File: config.mk
export PLATFORM = sky130hd
export DESIGN_NAME = power_mode_and_write_arbiter
export DESIGN_NICKNAME = d
export VERILOG_FILES = /design/src/pkg/pm_pkg.sv /design/src/pkg/pins_if.sv /design/src/hdl/power_mode_and_write_arbiter.sv /design/src/hdl/pin_sampler.sv
export SDC_FILE = /design/constraint.sdc
export NUM_CORES = 1
export LEC_CHECK = 0
export BUFFER_PORTS_ARGS = -buffer_cell sky130_fd_sc_hd__buf_2
export CORE_UTILIZATION = 40
export DETAILED_ROUTE_END_ITERATION = 16
export PLACE_DENSITY = 0.62
export SYNTH_ARGS = -nofsm -noshare
export SYNTH_HDL_FRONTEND = slang
export SYNTH_SLANG_ARGS = --single-unit
export TNS_END_PERCENT = 100
File: constraint.sdc
create_clock -name clk -period 2.7 [get_ports clk]
set_input_delay 0.135 -clock clk [delete_from_list [all_inputs] [get_ports clk]]
set_output_delay 0.135 -clock clk [all_outputs]
set_load 0.1 [all_outputs]
File: src/pkg/pm_pkg.sv
// constants for the supply switch and eeprom write arbiter
// assumes a single 250 MHz clock and an apb register port
package pm_pkg;
  // ==========================================================
  // timing
  localparam int unsigned CLK_MHZ = 250;
  // switch hold after select returns high, in ms
  localparam real SS_HOLD_MS = 0.7;
  // host wait from select low to first serial clock, in us
  localparam real INIT_WAIT_US = 300.0;
  // least times round up to whole cycles
  localparam int unsigned SS_HOLD_CYC = int'($ceil(SS_HOLD_MS * 1000.0 * CLK_MHZ));
  localparam int unsigned INIT_CYC = int'($ceil(INIT_WAIT_US * CLK_MHZ));
  localparam int CNT_W = 18;
  // ==========================================================
  // pin sampler lanes
  localparam int PIN_W = 4;
  localparam int PIN_SS = 0;
  localparam int PIN_SCLK = 1;
  localparam int PIN_FLD = 2;
  localparam int PIN_EXT = 3;
  localparam logic [PIN_W-1:0] PIN_RST = 4'h1;
  // ==========================================================
  // apb map, byte addresses
  localparam int ADDR_W = 8;
  localparam logic [ADDR_W-1:0] OFS_CFG_A = 8'h00;
  localparam logic [ADDR_W-1:0] OFS_CFG_B = 8'h04;
  localparam logic [ADDR_W-1:0] OFS_STATUS = 8'h08;
  localparam logic [ADDR_W-1:0] OFS_EVENTS = 8'h0c;
  localparam logic [ADDR_W-1:0] OFS_HARVEST = 8'h10;
  // ==========================================================
  // config byte a fields
  localparam int PMODE_LSB = 0;
  localparam int ARB_BIT = 2;
  localparam int TUN_BIT = 3;
  localparam int EXTM_BIT = 4;
  localparam logic [7:0] CFG_A_RST = 8'h00;
  // config byte b fields
  localparam int RREG_LSB = 0;
  localparam int VREG_LSB = 2;
  localparam logic [7:0] CFG_B_RST = 8'h00;
  // power modes
  localparam logic [1:0] PM0 = 2'h0;
  localparam logic [1:0] PM1 = 2'h1;
  // harvest voltage decode, millivolts
  localparam logic [4:0] VREG_MAX = 5'h1a;
  localparam logic [12:0] MV_BASE = 13'h076c;
  localparam logic [12:0] MV_STEP = 13'h0064;
  localparam logic [12:0] MV_LOW = 13'h0708;
  // ==========================================================
  // status, event and harvest word fields
  localparam int ST_LOADED = 0;
  localparam int ST_CORE_RF = 1;
  localparam int ST_CORE_EXT = 2;
  localparam int ST_INIT = 3;
  localparam int ST_MEMONLY = 4;
  localparam int ST_OWNER_LSB = 8;
  localparam int EV_CONFLICT = 0;
  localparam int EV_EARLY_CLK = 1;
  localparam int EV_ABORT = 2;
  localparam int HV_RREG_LSB = 0;
  localparam int HV_OE = 2;
  localparam int HV_LEG_LSB = 4;
  localparam int HV_MV_LSB = 16;
  // write owner, one-hot
  typedef enum logic [2:0] {
    OWN_IDLE = 3'b001,
    OWN_RF = 3'b010,
    OWN_SER = 3'b100
  } owner_e;
endpackage

File: src/pkg/pins_if.sv
// synchronised pin levels and edges between sampler and core
// assumes all lanes share the one system clock
`timescale 1ns/1ps
interface pins_if #(
  parameter int W = 4
) ();
  // levels after two flops, and one-cycle edge pulses
  logic [W-1:0] lvl;
  logic [W-1:0] rise;
  logic [W-1:0] fall;
  modport src (output lvl, output rise, output fall);
  modport dst (input lvl, input rise, input fall);
endinterface

File: src/hdl/power_mode_and_write_arbiter.sv
// core supply switch, harvest output settings and eeprom write arbiter
// assumes pins are asynchronous, request strobes come from clk logic,
// and registers are reached over a zero-wait apb slave
`timescale 1ns/1ps
// Notes on behaviour
// - mode 0, no field, select high: core off
// - mode 0, field up: core on internal supply
// - mode 0, no field, select low: external supply
// - external switch held 0.7 ms after select
// - switch held during serial eeprom writes
// - external mode 0 allows only memory operations
// - field lost, select low: move to external
// - mode 1 harvests only with tunnel/extended
// - mode 1 without links forces resistance zero
// - modes 2,3 stay on with external supply
// - two arbitration modes from config byte
// - mode 0 idle: first writer granted
// - mode 0 rf write during serial: nak
// - mode 0 serial write during rf: error
// - mode 1 field on aborts serial write
// - mode 1 rf access aborts serial write
// - harvesting allowed only in modes 0,1
// - resistance code decode: off,100,50,25 ohm
// - voltage code decode, high codes 1.8 V
module power_mode_and_write_arbiter #(
  parameter int unsigned HOLD_CYC = pm_pkg::SS_HOLD_CYC,
  parameter int unsigned INIT_WAIT_CYC = pm_pkg::INIT_CYC
) (
  // clock and reset
  input wire logic clk,
  input wire logic reset,
  // apb slave
  input wire logic psel,
  input wire logic penable,
  input wire logic pwrite,
  input wire logic [pm_pkg::ADDR_W-1:0] paddr,
  input wire logic [31:0] pwdata,
  output logic [31:0] prdata,
  output logic pready,
  output logic pslverr,
  // asynchronous pins and detectors
  input wire logic ss_n,
  input wire logic sclk,
  input wire logic field_power_on_detect,
  input wire logic external_interface_supply,
  // nonvolatile configuration
  input wire logic nv_load,
  input wire logic [7:0] chip_config_byte_a,
  input wire logic [7:0] chip_config_byte_b,
  // eeprom access requests
  input wire logic rf_wr_req,
  input wire logic rf_rd_req,
  input wire logic ser_wr_req,
  input wire logic ee_wr_done,
  // arbitration answers, one-cycle pulses
  output logic rf_wr_grant,
  output logic rf_nak,
  output logic ser_wr_grant,
  output logic ser_wr_refused,
  output logic ser_wr_abort,
  output logic err_acc,
  // supply switches and serial limits
  output logic core_on_rf_internal_supply,
  output logic core_on_external_supply,
  output logic ser_mem_ops_only,
  output logic init_busy,
  // harvest output control
  output logic harvest_supply_output_oe,
  output logic [2:0] harvest_leg_en,
  output logic [12:0] harvest_mv
);
  // ==========================================================
  // pin synchronisation
  logic [pm_pkg::PIN_W-1:0] raw_pins; // lanes by package index
  pins_if #(.W(pm_pkg::PIN_W)) pin_bus ();

  assign raw_pins[pm_pkg::PIN_SS] = ss_n;
  assign raw_pins[pm_pkg::PIN_SCLK] = sclk;
  assign raw_pins[pm_pkg::PIN_FLD] = field_power_on_detect;
  assign raw_pins[pm_pkg::PIN_EXT] = external_interface_supply;

  // select idles high so its lane resets high
  pin_sampler #(
    .W(pm_pkg::PIN_W),
    .RST_VAL(pm_pkg::PIN_RST)
  ) u_sampler (
    .clk(clk),
    .reset(reset),
    .raw(raw_pins),
    .pins(pin_bus.src)
  );

  wire ss_low = ~pin_bus.lvl[pm_pkg::PIN_SS]; // host selects us
  wire field_on = pin_bus.lvl[pm_pkg::PIN_FLD]; // rectified supply ok
  wire field_rise = pin_bus.rise[pm_pkg::PIN_FLD]; // field just came
  wire sclk_rise = pin_bus.rise[pm_pkg::PIN_SCLK]; // serial clock edge
  wire ext_ok = pin_bus.lvl[pm_pkg::PIN_EXT]; // external supply present

  // ==========================================================
  // configuration
  logic [7:0] cfg_a_q; // power and arbitration mode
  logic [7:0] cfg_b_q; // harvest resistance and voltage
  logic cfg_loaded_q; // nonvolatile bytes applied

  wire apb_wr = psel & penable & pwrite;
  wire hit_a = paddr == pm_pkg::OFS_CFG_A;
  wire hit_b = paddr == pm_pkg::OFS_CFG_B;
  wire hit_st = paddr == pm_pkg::OFS_STATUS;
  wire hit_ev = paddr == pm_pkg::OFS_EVENTS;
  wire hit_hv = paddr == pm_pkg::OFS_HARVEST;
  wire hit_any = hit_a | hit_b | hit_st | hit_ev | hit_hv;

  // nonvolatile load
  // the load wins over a software write in the same cycle
  always_ff @(posedge clk) begin
    if (reset) begin
      cfg_a_q <= pm_pkg::CFG_A_RST;
      cfg_b_q <= pm_pkg::CFG_B_RST;
      cfg_loaded_q <= 1'b0;
    end else if (nv_load) begin
      cfg_a_q <= chip_config_byte_a;
      cfg_b_q <= chip_config_byte_b;
      cfg_loaded_q <= 1'b1;
    end else if (apb_wr) begin
      // software may override after load
      if (hit_a) cfg_a_q <= pwdata[7:0];
      if (hit_b) cfg_b_q <= pwdata[7:0];
    end
  end

  wire [1:0] pmode = cfg_a_q[pm_pkg::PMODE_LSB +: 2];
  wire mode0 = pmode == pm_pkg::PM0;
  wire mode1 = pmode == pm_pkg::PM1;
  wire mode_ext = pmode[1]; // modes 2 and 3
  wire arb1 = cfg_a_q[pm_pkg::ARB_BIT];
  wire link_en = cfg_a_q[pm_pkg::TUN_BIT] | cfg_a_q[pm_pkg::EXTM_BIT];

  // ==========================================================
  // write owner state
  pm_pkg::owner_e owner_q; // who is writing eeprom
  pm_pkg::owner_e owner_d;
  wire ser_busy = owner_q == pm_pkg::OWN_SER;

  // ==========================================================
  // external switch hold
  logic [pm_pkg::CNT_W-1:0] hold_q; // cycles left after select rose

  // hold after select
  // reloads while selected, so close transactions keep it closed
  always_ff @(posedge clk) begin
    if (reset) hold_q <= '0;
    else if (ss_low) hold_q <= pm_pkg::CNT_W'(HOLD_CYC);
    else if (hold_q != '0) hold_q <= hold_q - 1'b1;
  end

  wire ext_want = ss_low | (hold_q != '0) | ser_busy;

  // ==========================================================
  // supply selection
  // field connects internal supply
  wire rf_sel_d = (mode0 | mode1) & field_on;
  // mode 0 external path; modes 2,3 follow supply
  // with field lost and select low the external path takes over
  wire ext_sel_d = mode0 ? (~field_on & ext_want) : (mode_ext & ext_ok);

  logic core_rf_q; // core on internal rf supply
  logic core_ext_q; // core on external supply

  // registered so both switches never glitch together
  always_ff @(posedge clk) begin
    if (reset) begin
      core_rf_q <= 1'b0;
      core_ext_q <= 1'b0;
    end else begin
      core_rf_q <= rf_sel_d;
      core_ext_q <= ext_sel_d;
    end
  end

  // ==========================================================
  // initialisation wait on switch activation
  logic [pm_pkg::CNT_W-1:0] init_q; // cycles left of init window
  wire ext_start = ext_sel_d & ~core_ext_q;

  // init window timing
  // a serial clock edge inside the window is flagged, not blocked
  always_ff @(posedge clk) begin
    if (reset) init_q <= '0;
    else if (ext_start) init_q <= pm_pkg::CNT_W'(INIT_WAIT_CYC);
    else if (init_q != '0) init_q <= init_q - 1'b1;
  end

  wire init_on = init_q != '0;
  wire early_clk = sclk_rise & init_on;
  // serial writes wait for config and for the init window
  wire ser_ready = cfg_loaded_q & ~init_on;

  // ==========================================================
  // arbitration
  logic rf_grant_d; // answer pulses, next values
  logic rf_nak_d;
  logic ser_grant_d;
  logic ser_ref_d;
  logic ser_abort_d;
  logic err_d;

  wire abort_ser = ser_busy & arb1 & (field_rise | rf_wr_req | rf_rd_req);

  // owner changes and answer pulses
  always_comb begin
    owner_d = owner_q;
    rf_grant_d = 1'b0;
    rf_nak_d = 1'b0;
    ser_grant_d = 1'b0;
    ser_ref_d = 1'b0;
    ser_abort_d = 1'b0;
    err_d = 1'b0;
    unique case (owner_q)
      pm_pkg::OWN_IDLE: begin
        if (rf_wr_req & cfg_loaded_q) begin
          rf_grant_d = 1'b1;
          owner_d = pm_pkg::OWN_RF;
          // a tie leaves the serial side second
          ser_ref_d = ser_wr_req;
          err_d = ser_wr_req;
        end else if (rf_wr_req) begin
          rf_nak_d = 1'b1;
          ser_ref_d = ser_wr_req;
        end else if (ser_wr_req & ser_ready) begin
          ser_grant_d = 1'b1;
          owner_d = pm_pkg::OWN_SER;
        end else if (ser_wr_req) begin
          ser_ref_d = 1'b1;
        end
      end
      pm_pkg::OWN_RF: begin
        if (ee_wr_done) owner_d = pm_pkg::OWN_IDLE;
        // second rf write while one runs
        rf_nak_d = rf_wr_req;
        if (ser_wr_req) begin
          ser_ref_d = 1'b1;
          err_d = 1'b1;
        end
      end
      pm_pkg::OWN_SER: begin
        ser_ref_d = ser_wr_req;
        if (abort_ser) begin
          // rf side is served at once
          ser_abort_d = 1'b1;
          err_d = 1'b1;
          rf_grant_d = rf_wr_req;
          owner_d = rf_wr_req ? pm_pkg::OWN_RF : pm_pkg::OWN_IDLE;
        end else begin
          rf_nak_d = rf_wr_req;
          if (ee_wr_done) owner_d = pm_pkg::OWN_IDLE;
        end
      end
      default: owner_d = pm_pkg::OWN_IDLE; // illegal code recovers
    endcase
  end

  logic rf_grant_q; // registered answer pulses
  logic rf_nak_q;
  logic ser_grant_q;
  logic ser_ref_q;
  logic ser_abort_q;
  logic err_q;

  // owner and pulse registers
  always_ff @(posedge clk) begin
    if (reset) begin
      owner_q <= pm_pkg::OWN_IDLE;
      {rf_grant_q, rf_nak_q, ser_grant_q} <= 3'h0;
      {ser_ref_q, ser_abort_q, err_q} <= 3'h0;
    end else begin
      owner_q <= owner_d;
      {rf_grant_q, rf_nak_q, ser_grant_q} <= {rf_grant_d, rf_nak_d, ser_grant_d};
      {ser_ref_q, ser_abort_q, err_q} <= {ser_ref_d, ser_abort_d, err_d};
    end
  end

  // ==========================================================
  // serial command limit
  logic mem_only_q; // only memory reads and writes allowed

  always_ff @(posedge clk) begin
    if (reset) mem_only_q <= 1'b0;
    else mem_only_q <= mode0 & ext_sel_d;
  end

  // ==========================================================
  // harvest output
  // harvest allowed
  wire harvest_ok = mode0 | (mode1 & link_en);
  wire [1:0] rreg_eff = harvest_ok ? cfg_b_q[pm_pkg::RREG_LSB +: 2] : 2'h0;
  wire [4:0] vreg = cfg_b_q[pm_pkg::VREG_LSB +: 5];
  wire [12:0] mv_d = (vreg <= pm_pkg::VREG_MAX) ?
    pm_pkg::MV_BASE + 13'(vreg) * pm_pkg::MV_STEP : pm_pkg::MV_LOW;
  logic [2:0] leg_d; // 100, 50, 25 ohm legs

  // resistance decode
  // one leg per nonzero code, zero leaves the pin tristate
  for (genvar i = 0; i < 3; i++) begin : g_leg
    assign leg_d[i] = rreg_eff == 2'(i + 1);
  end

  logic hv_oe_q; // pin driven
  logic [2:0] leg_q;
  logic [12:0] mv_q;

  // harvest registers
  always_ff @(posedge clk) begin
    if (reset) begin
      hv_oe_q <= 1'b0;
      leg_q <= 3'h0;
      mv_q <= pm_pkg::MV_LOW;
    end else begin
      hv_oe_q <= rreg_eff != 2'h0;
      leg_q <= leg_d;
      mv_q <= mv_d;
    end
  end

  // ==========================================================
  // sticky events, write one to clear
  logic [2:0] ev_q;
  wire [2:0] ev_set = {ser_abort_d, early_clk, err_d};
  wire [2:0] ev_clr = (apb_wr & hit_ev) ? pwdata[2:0] : 3'h0;

  // a new event in the clearing cycle survives
  always_ff @(posedge clk) begin
    if (reset) ev_q <= 3'h0;
    else ev_q <= (ev_q & ~ev_clr) | ev_set;
  end

  // ==========================================================
  // apb read path
  logic [31:0] st_word; // status view
  logic [31:0] hv_word; // effective harvest view
  logic [31:0] rd_mux;
  logic [31:0] rdata_q;

  // assemble status and harvest words
  always_comb begin
    st_word = 32'h0;
    st_word[pm_pkg::ST_LOADED] = cfg_loaded_q;
    st_word[pm_pkg::ST_CORE_RF] = core_rf_q;
    st_word[pm_pkg::ST_CORE_EXT] = core_ext_q;
    st_word[pm_pkg::ST_INIT] = init_on;
    st_word[pm_pkg::ST_MEMONLY] = mem_only_q;
    st_word[pm_pkg::ST_OWNER_LSB +: 3] = owner_q;
    hv_word = 32'h0;
    hv_word[pm_pkg::HV_RREG_LSB +: 2] = rreg_eff;
    hv_word[pm_pkg::HV_OE] = hv_oe_q;
    hv_word[pm_pkg::HV_LEG_LSB +: 3] = leg_q;
    hv_word[pm_pkg::HV_MV_LSB +: 13] = mv_q;
  end

  // unmapped reads return zero
  assign rd_mux = hit_a ? {24'h0, cfg_a_q} :
                  hit_b ? {24'h0, cfg_b_q} :
                  hit_st ? st_word :
                  hit_ev ? {29'h0, ev_q} :
                  hit_hv ? hv_word : 32'h0;

  // captured in the setup cycle so data comes from a flop
  always_ff @(posedge clk) begin
    if (reset) rdata_q <= 32'h0;
    else if (psel & ~penable) rdata_q <= rd_mux;
  end

  // ==========================================================
  // outputs
  assign prdata = rdata_q;
  assign pready = psel & penable;
  assign pslverr = psel & penable & ~hit_any;
  assign rf_wr_grant = rf_grant_q;
  assign rf_nak = rf_nak_q;
  assign ser_wr_grant = ser_grant_q;
  assign ser_wr_refused = ser_ref_q;
  assign ser_wr_abort = ser_abort_q;
  assign err_acc = err_q;
  assign core_on_rf_internal_supply = core_rf_q;
  assign core_on_external_supply = core_ext_q;
  assign ser_mem_ops_only = mem_only_q;
  assign init_busy = init_on;
  assign harvest_supply_output_oe = hv_oe_q;
  assign harvest_leg_en = leg_q;
  assign harvest_mv = mv_q;
endmodule // power_mode_and_write_arbiter

File: src/hdl/pin_sampler.sv
// two-flop synchronisers with edge detect for asynchronous pins
// assumes raw lanes may change at any time relative to clk
`timescale 1ns/1ps
module pin_sampler #(
  parameter int W = 4,
  parameter logic [W-1:0] RST_VAL = '0
) (
  // clock and reset
  input wire logic clk,
  input wire logic reset,
  // raw pins
  input wire logic [W-1:0] raw,
  // synchronised view
  pins_if.src pins
);
  // ==========================================================
  // per lane flops
  logic [W-1:0] meta_q; // first stage, read only by sync_q
  logic [W-1:0] sync_q; // safe level
  logic [W-1:0] prev_q; // last level for edges

  for (genvar i = 0; i < W; i++) begin : g_lane
    // reset to idle level so no false edge at release
    always_ff @(posedge clk) begin
      if (reset) begin
        meta_q[i] <= RST_VAL[i];
        sync_q[i] <= RST_VAL[i];
        prev_q[i] <= RST_VAL[i];
      end else begin
        meta_q[i] <= raw[i];
        sync_q[i] <= meta_q[i];
        prev_q[i] <= sync_q[i];
      end
    end
  end

  // ==========================================================
  // outputs
  assign pins.lvl = sync_q;
  assign pins.rise = sync_q & ~prev_q;
  assign pins.fall = ~sync_q & prev_q;
endmodule // pin_sampler

Word-level counts from Yosys, hierarchy flattened:

Cells that the tools add are included.

* add/sub/neg operators: 3
* multipliers: 1
* divide/modulo/power cells: 0
* $lt $le $gt $ge: 1
* equality and inequality tests: 14
* shift-type cells: 0
* mux-type cells: 42
* bitwise operators: 41
* reduce and logical (&&, ||, !) cells: 16

Operators by type and width (count)
* 29-bit 2-to-1 mux: 5
* 8-bit 2-to-1 mux: 6
* 18-bit 2-to-1 mux: 2
* 18-bit nonzero test: 2
* 18-bit by 1-bit subtractor with 18-bit output (second input constant): 2
* 17-bit 2-to-1 mux: 2
* 3-bit 2-to-1 mux: 6
* 1-bit AND: 17
* 8-bit by 4-bit equality test with 1-bit output (second input constant): 2
* 1-bit 2-to-1 mux: 14
* 11-bit by 12-bit adder with 13-bit output (first input constant): 1
* 1-bit bitwise OR: 11
* 5-bit by 5-bit multiplier with 10-bit output (second input constant): 1
* 2-bit nonzero test: 5
* 1-bit case mux with 3 select lines: 3
* 3-bit case mux with 3 select lines: 1
* 8-bit by 3-bit equality test with 1-bit output (second input constant): 1
* 8-bit by 5-bit equality test with 1-bit output (second input constant): 1
* 8-bit logical NOT: 1
* 1-bit inverter: 8
* 3-bit AND: 2
* 3-bit inequality test (second input constant): 2
* 3-bit inverter: 2
* 2-bit AND reduction: 3
* other kinds (13): 18

* flip-flop bits (word level): 128
* latch bits: 0
* bits in writable memories: 0
* bits in read-only memories: 0
* bits of input ports: 70
* output and inout port bits: 61
* logic and storage cells: 151
* memories: 0

Logic depth before layout (Yosys ltp):

* depth in word-level cells: 9
* mapped depth: 11
* gate-level depth less buffers: 11

Modules after synthesis:

Synthesis repeated with hierarchy kept, for this count alone.

* cells, all modules: 667
* area, all modules: 5823.1 um2

By module, submodules not included
* power_mode_and_write_arbiter: times used 1, cells each 634, area an instance 5445.2 um2, sequential area each 2102.0 um2
* pin_sampler: times used 1, cells each 33, area an instance 377.9 um2, sequential area each 240.2 um2

Worst setup path after synthesis:

No wires, ideal clock.

* path type: input -> output
* start point: in penable
* end point: out pslverr
* arrival time: 3.174 ns
* required time: 2.565 ns
* slack: -0.609 ns
* stages: 2
* buffers on the path: 0
* cell sequence: and2_1 > a21boi_0

* longest elaborated chain between the ends: 2

Ends and longest elaborated chain
* start, declared: RTL line power_mode_and_write_arbiter.sv:34 `input wire logic penable,`
* 1-bit AND (2 in a row): RTL line power_mode_and_write_arbiter.sv:376 `assign pslverr = psel & penable & ~hit_any;`
* end, declared: RTL line power_mode_and_write_arbiter.sv:40 `output logic pslverr,`

No other way between the ends.

Worst setup path after layout:

* start point: reg cfg_b_q[5]
* end point: reg mv_q[11], in the netlist harvest_mv[11]

* longest elaborated chain between the ends: 3
* elaborated cells between the ends (all ways): 5
* classes of those cells: add/sub: 1; mul: 1; order compare: 1; bitwise: 1; reduce/logical: 1

Ends and longest elaborated chain
* start, declared: RTL line power_mode_and_write_arbiter.sv:102 `logic [7:0] cfg_b_q;`
* start signal, assigned: RTL line power_mode_and_write_arbiter.sv:118 `cfg_b_q <= pm_pkg::CFG_B_RST;`
* start signal, assigned: RTL line power_mode_and_write_arbiter.sv:122 `cfg_b_q <= chip_config_byte_b;`
* start signal, assigned: RTL line power_mode_and_write_arbiter.sv:127 `if (hit_b) cfg_b_q <= pwdata[7:0];`
* branches (longest 3 deep; another with 11-bit by 12-bit adder with 13-bit output)
* end signal, assigned: RTL line power_mode_and_write_arbiter.sv:316 `mv_q <= pm_pkg::MV_LOW;`
* end signal, assigned: RTL line power_mode_and_write_arbiter.sv:320 `mv_q <= mv_d;`
* end, declared: RTL line power_mode_and_write_arbiter.sv:309 `logic [12:0] mv_q;`

Several ways; the timed one is not identified.
A chain may end at the register's enable or synchronous reset.

==> results.json <==
{
  "status": "finished clean",
  "finalSetupViolCount": 0,
  "synthArstFlopShare_pct": 0,
  "fin_crit_sh_pct": 95.99,
  "die_height_um": 121.4,
  "antenna_found_initial": 0,
  "yosysMostFrequentCell": "dfxtp_1",
  "syn_area_sq_um": 5698,
  "critical_path_buf_inv_count": 2,
  "fp.dieW_um": 121.4,
  "finish.utilization_pct": 52.61,
  "p_per_area_nw_per_um2": 985.5,
  "path_max_fanout": 4,
  "fmax_ghz": 0.3858,
  "startpoint_type": "flop",
  "drive_gt1_share_pct": 22.38,
  "tritoncts": "built",
  "fin_nets": 875,
  "netlist.area_leader.share_pct": 40.40,
  "synthTopCellsByCount": "dfxtp_1, nor2_1, nand2_1",
  "io_buffers": 94,
  "antenna_cells": 0,
  "grt_max_degree": 34,
  "wl_per_cell_um": 15.68,
  "finalClockSkew_ps": 10.73,
  "vias": 5284,
  "clk-insertion-delay-late_ps": 420,
  "overflow": 0,
  "wl_met3_um": 1017,
  "crit_path_frequent_cell": "ha_1",
  "coreArea_sq_um": 13880,
  "power_frac_comb_pct": 32.3,
  "clock-root-buffer": "clkbuf_16",
  "yosys_warnings": 0,
  "required_ps": 3010,
  "netlist_top_cells_area": "dfxtp_1, ha_1, nor2_1, nand2_1, a21oi_1",
  "cp.arrival_ps": 2900,
  "p_seq_share_pct": 31.4,
  "top_layer": "met4",
  "hold_viol": 0,
  "slew_headroom_pct": 52.71,
  "ys.flop_type": "dfxtp_1",
  "clk_pin_slew_worst_paths_ps": 60,
  "dr_wl_met2_um": 7406,
  "synth_area_per_cell_sq_um": 8.686,
  "cp_top_family": "adder cells",
  "initial_utilization_pct": 41.05,
  "maxCapViolations": 0,
  "yosysSeqAreaShare_pct": 40.40,
  "postRouteWirelength_um": 15230,
  "viasPerCell": 5.442,
  "cp_cell_sequence": "inv_1 > ha_1 > inv_1 > ha_1 > ha_1 > ha_4 > a21boi_0 > a221oi_2 > nand3_1 > xnor2_1 > nor2_1",
  "grt_pass1_wl_um": 24540,
  "cp-end-kind": "flop",
  "critPathMaxStageDelay_ps": 350,
  "ant_nets": 0,
  "yosys.area.top_type": "dfxtp_1",
  "htree_levels": 4,
  "die_area_sq_um": 14730,
  "drtIter0Drc": 311,
  "ys_seq_elements": 115,
  "power_leakage_nw": 3.145,
  "min_path_type": "in2reg",
  "gr-usage-all-layers_pct": 21.45,
  "critPathSlowestCell": "a221oi_2",
  "numClockSinks": 115,
  "gp_congestion": 0.8454,
  "slew_viol_final": 0,
  "syn_inst": 656,
  "ir_worst_vdd_v": 0.0004258,
  "numCtsBuffers": 17,
  "worst_pin_slew_ps": 709.3,
  "synth-edff-count": 0,
  "rows": 43,
  "clkPwrFrac_pct": 36.3,
  "synth_cell_types": 66,
  "switchingPower_w": 0.002555,
  "io_pins": 131,
  "clockBufferDepth": 2,
  "hpwl_um": 11040,
  "period_needed_ps": 2592,
  "remaining_drc_errors": 0,
  "syn_to_final_growth_pct": 28.15,
  "swShare_pct": 35.50,
  "setup_tns_ps": 0,
  "critPathKind": "reg2reg",
  "dr.pass1.iters": 7,
  "internal-power_w": 0.004642,
  "grt_pass1_vias": 5038,
  "wl_met1_um": 6595
}
==> placed cells by master (no fill, tap or decap), drive strengths merged, types with 4 or more instances in the layout <==
| cell type | synthesis | routed |
|---|---|---|
| a211oi | 5 | 5 |
| a21boi | 4 | 4 |
| a21oi | 38 | 38 |
| a221oi | 18 | 18 |
| a22oi | 15 | 15 |
| a31oi | 24 | 24 |
| a32o | 4 | 4 |
| and2 | 4 | 4 |
| and3 | 5 | 5 |
| buf | 16 | 118 |
| bufinv | 0 | 6 |
| clkbuf | 28 | 21 |
| conb | 1 | 12 |
| dfxtp | 115 | 115 |
| dlygate4sd3 | 0 | 18 |
| ha | 26 | 26 |
| inv | 31 | 34 |
| mux2i | 5 | 5 |
| nand2 | 61 | 61 |
| nand2b | 8 | 8 |
| nand3 | 13 | 13 |
| nand3b | 5 | 5 |
| nor2 | 62 | 62 |
| nor2b | 22 | 22 |
| nor3 | 19 | 19 |
| nor4 | 15 | 15 |
| o21a | 5 | 5 |
| o21ai | 12 | 12 |
| or2 | 4 | 4 |
| or3 | 6 | 6 |
| or4 | 8 | 8 |
| xnor2 | 21 | 21 |
| xor2 | 10 | 10 |
==> logic make-up after synthesis <==
kind of cell | after synthesis | share of synthesized area [%]
buffers and inverters | 76 | 5.885
AO/OA/AOI/OAI | 147 | 17.79
flip-flops | 115 | 40.40
other | 1 | 0.06581
AND/OR/NAND/NOR | 249 | 22.77
XOR/XNOR | 31 | 4.765
adder cells (fa/ha/maj) | 27 | 6.061
multiplexers | 10 | 2.262
==> power groups by stage <==
stage	Combinational, W	Clock [W]	Sequential, W
final	0.00233	0.00261	0.00226
after global routing	0.00256	0.00272	0.00229
after CTS	0.00231	0.00265	0.00225
after detailed placement	0.00228	0	0.00228
after global placement	0.00224	0	0.00227
after floorplan	0.00155	0	0.00253
==> layer usage <==
layer,up-vias,global-route usage (%)
li1,2580,-
met1,2512,25.87
met5,-,0
met2,168,36.01
met4,0,7.485
met3,24,6.297
==> timing repair <==
item,CTS,global route
hold buffers,18,0
pin swaps,0,3
gates resized for setup,1,5
setup endpoints to repair,2,3
hold endpoints to repair,18,0
setup buffers,0,1
gates cloned,0,0
==> final timing paths <==
check	to	depth (start not counted)	slack (ps)	from
max	harvest_mv[11]	11	110	cfg_b_q[5]
min	cfg_a_q[6]	3	20	chip_config_byte_a[6]
max reg2reg	harvest_mv[11]	11	110	cfg_b_q[5]
min reg2reg	u_sampler.pins.lvl[0]	1	420	u_sampler.meta_q[0]
==> sequential cells by signal, indices dropped and copies added, names as in the netlist, 2 cells and up <==
name / count
prdata: 22
ev_q: 3
u_sampler.prev_q: 2
owner_q: 3
cfg_b_q: 8
harvest_leg_en: 3
harvest_mv: 11
hold_q: 18
init_q: 18
cfg_a_q: 8
u_sampler.meta_q: 4
u_sampler.pins.lvl: 4
==> metrics by stage <==
step / worst slack [ps] / total power (W) / hold slack (ps) / instances / instance area, sq um
2_1_floorplan: 69.53 / 0.004072 / 210.5 / 667 / 5739
3_3_place_gp: 69.49 / 0.004511 / 339.4 / 920 / 6392
3_5_place_dp: -32.59 / 0.004560 / 341.0 / 920 / 6392
4_1_cts: 34.41 / 0.007218 / 6.818 / 970 / 7269
5_1_grt: -10.17 / 0.007572 / 18.41 / 971 / 7302
6_report: 108.3 / 0.007196 / 16.73 / 971 / 7302
==> tightest hold or removal path, stage by stage <==
cell	delay (ps)
buf_2	90
inv_1	70
a221oi_1	80
==> final cells by class <==
class,count,area [sq um]
Fill cell,1269,6579
Multi-Input combinational cell,476,3132
Sequential cell,115,2303
Timing Repair Buffer,136,830.8
Clock buffer,21,470.5
Tap cell,180,225.2
Clock inverter,11,220.2
Inverter,32,120.1
(Power assumes the default switching activity.)
